==> config.mk <==
export PLATFORM = sky130hd
export DESIGN_NAME = mcpt_event_pins
export DESIGN_NICKNAME = d
export VERILOG_FILES = /design/src/hw/mcpt_pkg.sv /design/src/hw/mcpt_sync.sv /design/src/hw/mcpt_event_pins.sv
export SDC_FILE = /design/constraint.sdc
export NUM_CORES = 1
export LEC_CHECK = 0
export ABC_AREA = 0
export ABC_CLOCK_PERIOD_IN_PS = 1800
export BUFFER_PORTS_ARGS = -buffer_cell sky130_fd_sc_hd__buf_4
export CAP_MARGIN = 20
export CORE_MARGIN = 1
export CORE_UTILIZATION = 39
export CTS_CLUSTER_DIAMETER = 60
export DETAILED_ROUTE_END_ITERATION = 10
export HOLD_SLACK_MARGIN = 0.03
export PLACE_DENSITY = 0.7
export SYNTH_ARGS = -nofsm -noshare
export SYNTH_HDL_FRONTEND = slang
export SYNTH_SLANG_ARGS = --single-unit
==> constraint.sdc <==
create_clock -name i_ref_clk -period 1.8 [get_ports i_ref_clk]
set_input_delay 0.09 -clock i_ref_clk [delete_from_list [all_inputs] [get_ports i_ref_clk]]
set_output_delay 0.09 -clock i_ref_clk [all_outputs]
set_load 0.01 [all_outputs]
==> src/hw/mcpt_pkg.sv <==
// shared constants for the timer event and pin layer
package mcpt_pkg;
  localparam int unsigned MCPT_NUM_CH     = 3;
  localparam int unsigned MCPT_CH0_GRS    = 4;
  localparam int unsigned MCPT_CH12_GRS   = 2;
  localparam int unsigned MCPT_NUM_EXTCLK = 4;
  localparam int unsigned MCPT_CH0_IRQS   = 5;
  localparam int unsigned MCPT_CH12_IRQS  = 4;
  localparam int unsigned MCPT_SYNC_STAGES = 2;
  // bit positions of the external clock inputs
  localparam int unsigned MCPT_EXT_A = 0;
  localparam int unsigned MCPT_EXT_B = 1;
  localparam int unsigned MCPT_EXT_C = 2;
  localparam int unsigned MCPT_EXT_D = 3;
  // interrupt vector layout, channel 0
  localparam int unsigned MCPT_IRQ0_OVF = 4;
  // interrupt vector layout, channels 1 and 2
  localparam int unsigned MCPT_IRQ_GRA  = 0;
  localparam int unsigned MCPT_IRQ_GRB  = 1;
  localparam int unsigned MCPT_IRQ_OVF  = 2;
  localparam int unsigned MCPT_IRQ_UNF  = 3;
  // reset values
  localparam logic [3:0] MCPT_EXT_RST  = 4'h0;
  localparam logic [7:0] MCPT_PIN_RST  = 8'h00;
  // pin modes
  typedef enum logic [1:0] {
    MCPT_PIN_CAPTURE,
    MCPT_PIN_COMPARE,
    MCPT_PIN_PWM,
    MCPT_PIN_OFF
  } mcpt_pin_mode_t;
endpackage

==> src/hw/mcpt_sync.sv <==
// two-stage synchroniser for a vector of pin inputs
module mcpt_sync #(
  parameter int unsigned WIDTH = 1
) (
  // clock and reset
  input  wire logic             i_ref_clk,
  input  wire logic             i_rst,
  // pin side
  input  wire logic [WIDTH-1:0] i_async,
  // synchronised side
  output logic      [WIDTH-1:0] o_sync
);
  logic [WIDTH-1:0] meta;

  always_ff @(posedge i_ref_clk or posedge i_rst) begin
    if (i_rst) begin
      meta   <= '0;
      o_sync <= '0;
    end else begin
      meta   <= i_async;
      o_sync <= meta;
    end
  end
endmodule // mcpt_sync

==> src/hw/mcpt_event_pins.sv <==
// event routing and pin layer of the three-channel pulse timer
// Function
// - each channel requests a transfer-controller start on any general register match or capture.
// - each channel requests a dma start only on a register A match or capture.
// - each channel triggers an a/d conversion on a register A match or capture.
// - channel 1 raises four interrupt sources: reg A, reg B, overflow, underflow.
// - channel 2 raises four interrupt sources: reg A, reg B, overflow, underflow.
// - four shared external clock inputs A to D each can be a counting clock.
// - in phase mode channel 1 uses clock A as phase A and clock B as phase B.
// - in phase mode channel 2 uses clock C as phase A and clock D as phase B.
// - each timer pin serves its register as capture input, compare output or pwm output.
// - channel 0 has four pins A to D, channels 1 and 2 two pins A and B each.
module mcpt_event_pins
  import mcpt_pkg::*;
(
  // clock and reset
  input  wire logic                 i_ref_clk,
  input  wire logic                 i_rst,
  // general register match or capture events, one cycle each
  input  wire logic [3:0]           i_ch0_gr_event,
  input  wire logic [1:0]           i_ch1_gr_event,
  input  wire logic [1:0]           i_ch2_gr_event,
  // counter overflow and underflow pulses
  input  wire logic [2:0]           i_ovf,
  input  wire logic [2:1]           i_unf,
  // per-pin mode and compare/pwm levels, order ch0 a..d, ch1 a b, ch2 a b
  input  mcpt_pkg::mcpt_pin_mode_t  i_pin_mode [8],
  input  wire logic [7:0]           i_pin_level,
  // phase counting mode enables for channels 1 and 2
  input  wire logic [2:1]           i_phase_mode,
  // external clock pins
  input  wire logic                 i_ext_clock_in_a,
  input  wire logic                 i_ext_clock_in_b,
  input  wire logic                 i_ext_clock_in_c,
  input  wire logic                 i_ext_clock_in_d,
  // two-way timer pins
  input  wire logic [7:0]           i_pin,
  output logic      [7:0]           o_pin,
  output logic      [7:0]           o_pin_oe,
  // synchronised pin levels for capture logic
  output logic      [7:0]           o_capture_level,
  // synchronised external clocks, for counting clock selection
  output logic      [3:0]           o_ext_clock,
  // phase inputs, channels 1 and 2
  output logic      [2:1]           o_phase_a,
  output logic      [2:1]           o_phase_b,
  // requests to transfer controllers and converter, one cycle pulses
  output logic      [2:0]           o_dtc_req,
  output logic      [2:0]           o_dma_req,
  output logic      [2:0]           o_adc_trig,
  // interrupt source pulses
  output logic      [4:0]           o_ch0_irq,
  output logic      [3:0]           o_ch1_irq,
  output logic      [3:0]           o_ch2_irq
);
  import mcpt_pkg::*;

  logic [3:0] ext_raw;
  logic [3:0] ext_sync;
  logic [7:0] pin_sync;

  function automatic logic any_event(input logic [3:0] ev);
    return |ev;
  endfunction

  assign ext_raw = {i_ext_clock_in_d, i_ext_clock_in_c, i_ext_clock_in_b, i_ext_clock_in_a};

  // pins are asynchronous, so both groups pass two flops first
  mcpt_sync #(.WIDTH(MCPT_NUM_EXTCLK)) u_ext_sync (
    .i_ref_clk (i_ref_clk),
    .i_rst     (i_rst),
    .i_async   (ext_raw),
    .o_sync    (ext_sync)
  );

  mcpt_sync #(.WIDTH(8)) u_pin_sync (
    .i_ref_clk (i_ref_clk),
    .i_rst     (i_rst),
    .i_async   (i_pin),
    .o_sync    (pin_sync)
  );

  // event decode
  wire [2:0] next_dtc_req;
  wire [2:0] next_dma_req;
  wire [4:0] next_ch0_irq;
  wire [3:0] next_ch1_irq;
  wire [3:0] next_ch2_irq;

  assign next_dtc_req = {any_event({2'h0, i_ch2_gr_event}),
                         any_event({2'h0, i_ch1_gr_event}),
                         any_event(i_ch0_gr_event)};
  assign next_dma_req = {i_ch2_gr_event[0], i_ch1_gr_event[0], i_ch0_gr_event[0]};
  assign next_ch0_irq = {i_ovf[0], i_ch0_gr_event};
  assign next_ch1_irq = {i_unf[1], i_ovf[1], i_ch1_gr_event};
  assign next_ch2_irq = {i_unf[2], i_ovf[2], i_ch2_gr_event};

  // pin drivers: a pin drives only in compare or pwm mode
  wire [7:0] next_pin_oe;
  wire [7:0] next_capture;
  for (genvar p = 0; p < 8; p++) begin : g_pin
    assign next_pin_oe[p]  = (i_pin_mode[p] == MCPT_PIN_COMPARE) ||
                             (i_pin_mode[p] == MCPT_PIN_PWM);
    assign next_capture[p] = (i_pin_mode[p] == MCPT_PIN_CAPTURE) & pin_sync[p];
  end

  // registered outputs keep data lines glitch free toward the far blocks
  always_ff @(posedge i_ref_clk or posedge i_rst) begin
    if (i_rst) begin
      o_dtc_req  <= 3'h0;
      o_dma_req  <= 3'h0;
      o_adc_trig <= 3'h0;
      o_ch0_irq  <= 5'h00;
      o_ch1_irq  <= 4'h0;
      o_ch2_irq  <= 4'h0;
    end else begin
      o_dtc_req  <= next_dtc_req;
      o_dma_req  <= next_dma_req;
      o_adc_trig <= next_dma_req;
      o_ch0_irq  <= next_ch0_irq;
      o_ch1_irq  <= next_ch1_irq;
      o_ch2_irq  <= next_ch2_irq;
    end
  end

  always_ff @(posedge i_ref_clk or posedge i_rst) begin
    if (i_rst) begin
      o_pin           <= MCPT_PIN_RST;
      o_pin_oe        <= MCPT_PIN_RST;
      o_capture_level <= MCPT_PIN_RST;
    end else begin
      o_pin           <= i_pin_level & next_pin_oe;
      o_pin_oe        <= next_pin_oe;
      o_capture_level <= next_capture;
    end
  end

  // external clocks stay visible even in phase mode; selection is elsewhere
  assign o_ext_clock = ext_sync;
  assign o_phase_a   = {ext_sync[MCPT_EXT_C], ext_sync[MCPT_EXT_A]} & i_phase_mode;
  assign o_phase_b   = {ext_sync[MCPT_EXT_D], ext_sync[MCPT_EXT_B]} & i_phase_mode;
endmodule // mcpt_event_pins

==> impl_metrics.py <==
metrics = {
    "drt": {
        "antenna_left": 0,
        "drt_iter0_drc": 100,
        "viasPerCell": 4.01,
        "highest_layer": "met4",
        "drt-total-wl_um": 3920,
        "wl_met3_um": 443,
        "vias": 1349,
        "wl_met2_um": 2030,
        "met1_length_um": 1360,
        "wl_per_cell_um": 11.7,
        "drt_pass1_iterations": 3,
        "route.detailed.drc": 0,
    },
    "finish": {
        "area.growth.synth_to_final_pct": 71.3,
        "antenna_cells": 0,
        "layout-drive-gt1-share": 0.461,
        "nNetsFinal": 325,
    },
    "critical_path": {
        "rr_worst_depth": 1,
        "worst_setup_path_end_kind": "output port",
        "crit_arrival_ns": 1.00,
        "critPathMaxFanout": 2,
        "cp-start-kind": "flip-flop",
        "critPathKind": "reg -> out",
        "critPathRequiredTime_ns": 1.71,
    },
    "cts": {
        "cts.sinks": 64,
        "clockBufferDepth": 2,
        "path_clk_slew_ns": 0.06,
        "cts_made_buffers": 9,
        "htree_levels": 3,
        "cts_hold_buf": 34,
        "clkLatencyLatePin_ns": 0.33,
        "cts_setup_buffers": 0,
        "cts_tree": "built",
        "cts_resized": 0,
        "cts-root-buf": "clkbuf_8",
    },
    "sta": {
        "setup_tns_ns": 0,
        "finClkSkew_ns": 0.00231,
        "clock.fmax_mhz": 919,
        "slew_headroom": 0.787,
        "finalSetupViolCount": 0,
        "slew_violations": 0,
        "whs_ns": 0.0591,
        "worst_pin_slew_ns": 0.320,
        "rsz0062_at_grt": "false",
        "layout_min_cycle_time_ns": 1.09,
        "period_share": 0.604,
        "final_hold_viol_count": 0,
    },
    "floorplanning": {
        "io_pins": 107,
        "start_util": 0.409,
        "dieArea_um2": 5300,
        "die_y_um": 72.8,
        "design.core.area_um2": 4790,
        "rows": 25,
        "die_x_um": 72.8,
    },
    "global_route": {
        "grt_start_max_net_pins": 65,
        "grt_pass1_wl_um": 6280,
        "grt_pass1_vias": 1398,
        "antenna_found_initial": 0,
        "track_usage": 0.170,
        "grt-ovfl-total": 0,
    },
    "synthesis": {
        "synth_top_cells_by_area": "dfrtp_1, and2_1, ha_1",
        "netlist.top_cell.by_area": "dfrtp_1",
        "synth.top_cell.area_share": 0.819,
        "synthCells": 118,
        "synth_seq_cells": 64,
        "syn-num-nets": 179,
        "syn_avg_cell_area_um2": 16.6,
        "synth_cell_type_count": 7,
        "synth.yosys.seq_area_share": 0.819,
        "synth_area_um2": 1960,
        "ys_warn_count": 0,
    },
    "placement": {
        "gp_congestion": 0.672,
        "io_buffers": 106,
        "dp_hpwl_um": 2540,
    },
    "run": {
        "max_cap_viol_count": 0,
    },
    "pwr": {
        "leakage_nw": 1.75,
        "p_per_area_nw_per_um2": 934,
        "max-vdd-ir-drop_uv": 610,
    },
    "status": {
        "status": "finished clean",
    },
    "min_path": {
        "min_path_cells": 3,
        "hold_path.class": "in -> reg",
    },
}
==> registers in the layout, summed over array words and instances, names as in the netlist <==
register,cells
o_dtc_req,3
o_pin,8
o_capture_level,8
u_pin_sync.meta,8
o_ch1_irq,4
u_pin_sync.o_sync,8
o_ch2_irq,4
u_ext_sync.meta,4
o_pin_oe,8
u_ext_sync.o_sync,4
o_ch0_irq,5
==> cell families after synthesis <==
group         count (synthesis)  synth area share
buf+inv                      23            0.0557
simple gates                 23            0.0742
fa+ha+maj                     8            0.0512
flops                        64             0.819
==> critical path, stage by stage (launching register included) <==
cell and delay (ns):
dfrtp_1 0.38, and2_1 0.16, buf_4 0.14
==> synthesized netlist by cell type <==
cell type / instances
buf_4: 6
or4_1: 1
or2_2: 2
inv_1: 17
dfrtp_1: 64
and2_1: 20
ha_1: 8
==> worst paths after layout <==
kind / start / to / slack (ns)
min in group asynchronous: i_rst / o_pin_oe[0] / 0.37
hold reg to reg: u_ext_sync.meta[1] / u_ext_sync.o_sync[1] / 0.35
setup reg to reg: u_pin_sync.o_sync[6] / o_capture_level[6] / 1.18
setup / recovery: u_ext_sync.o_sync[3] / o_phase_b[2] / 0.71
max in group asynchronous: i_rst / o_ch0_irq[2] / 1.16
hold / removal: i_pin_mode[7] / o_pin_oe[4] / 0.06
==> layout make-up <==
type,count,area (um2)
Inverter,17,63.8
Fill cell,343,1440
Timing Repair Buffer,141,1160
Tap cell,67,83.8
Clock buffer,13,159
Sequential cell,64,1600
Clock inverter,3,40.0
Multi-Input combinational cell,31,245
==> cells in the final DEF (no fill, tap or decap), drive strengths merged <==
| cell type | Yosys | layout |
|---|---|---|
| bufinv | 0 | 1 |
| buf | 6 | 107 |
| and2 | 20 | 20 |
| clkinv | 0 | 2 |
| inv | 17 | 17 |
| dlygate4sd3 | 0 | 34 |
| dfrtp | 64 | 64 |
| ha | 8 | 8 |
| or2 | 2 | 2 |
| or4 | 1 | 1 |
| clkbuf | 0 | 13 |
==> metrics by stage <==
step | cell area, um2 | cells | worst slack, ns | power, mW | util
2_1_floorplan | 1960 | 118 | 0.112 | 1.68 | -
3_3_place_gp | 2810 | 286 | 0.962 | 1.89 | 0.587
3_5_place_dp | 2810 | 286 | 0.955 | 1.90 | 0.587
4_1_cts | 3350 | 336 | 0.697 | 3.17 | 0.700
5_1_grt | 3350 | 336 | 0.665 | 3.28 | 0.700
6_report | 3350 | 336 | 0.712 | 3.13 | 0.700
==> where the power goes <==
part	internal, mW	leakage, nW	switching (mW)	total, mW
registers	1.52	0.765	0.0247	1.55
logic	0.235	0.880	0.145	0.380
clock network	0.711	0.103	0.492	1.20
==> layer usage <==
metal,global-route usage,vias up
li1,-,643
met1,0.170,616
met2,0.282,82
met3,0.0856,8
met4,0.105,0
met5,0,-
(Power assumes the default switching activity.)
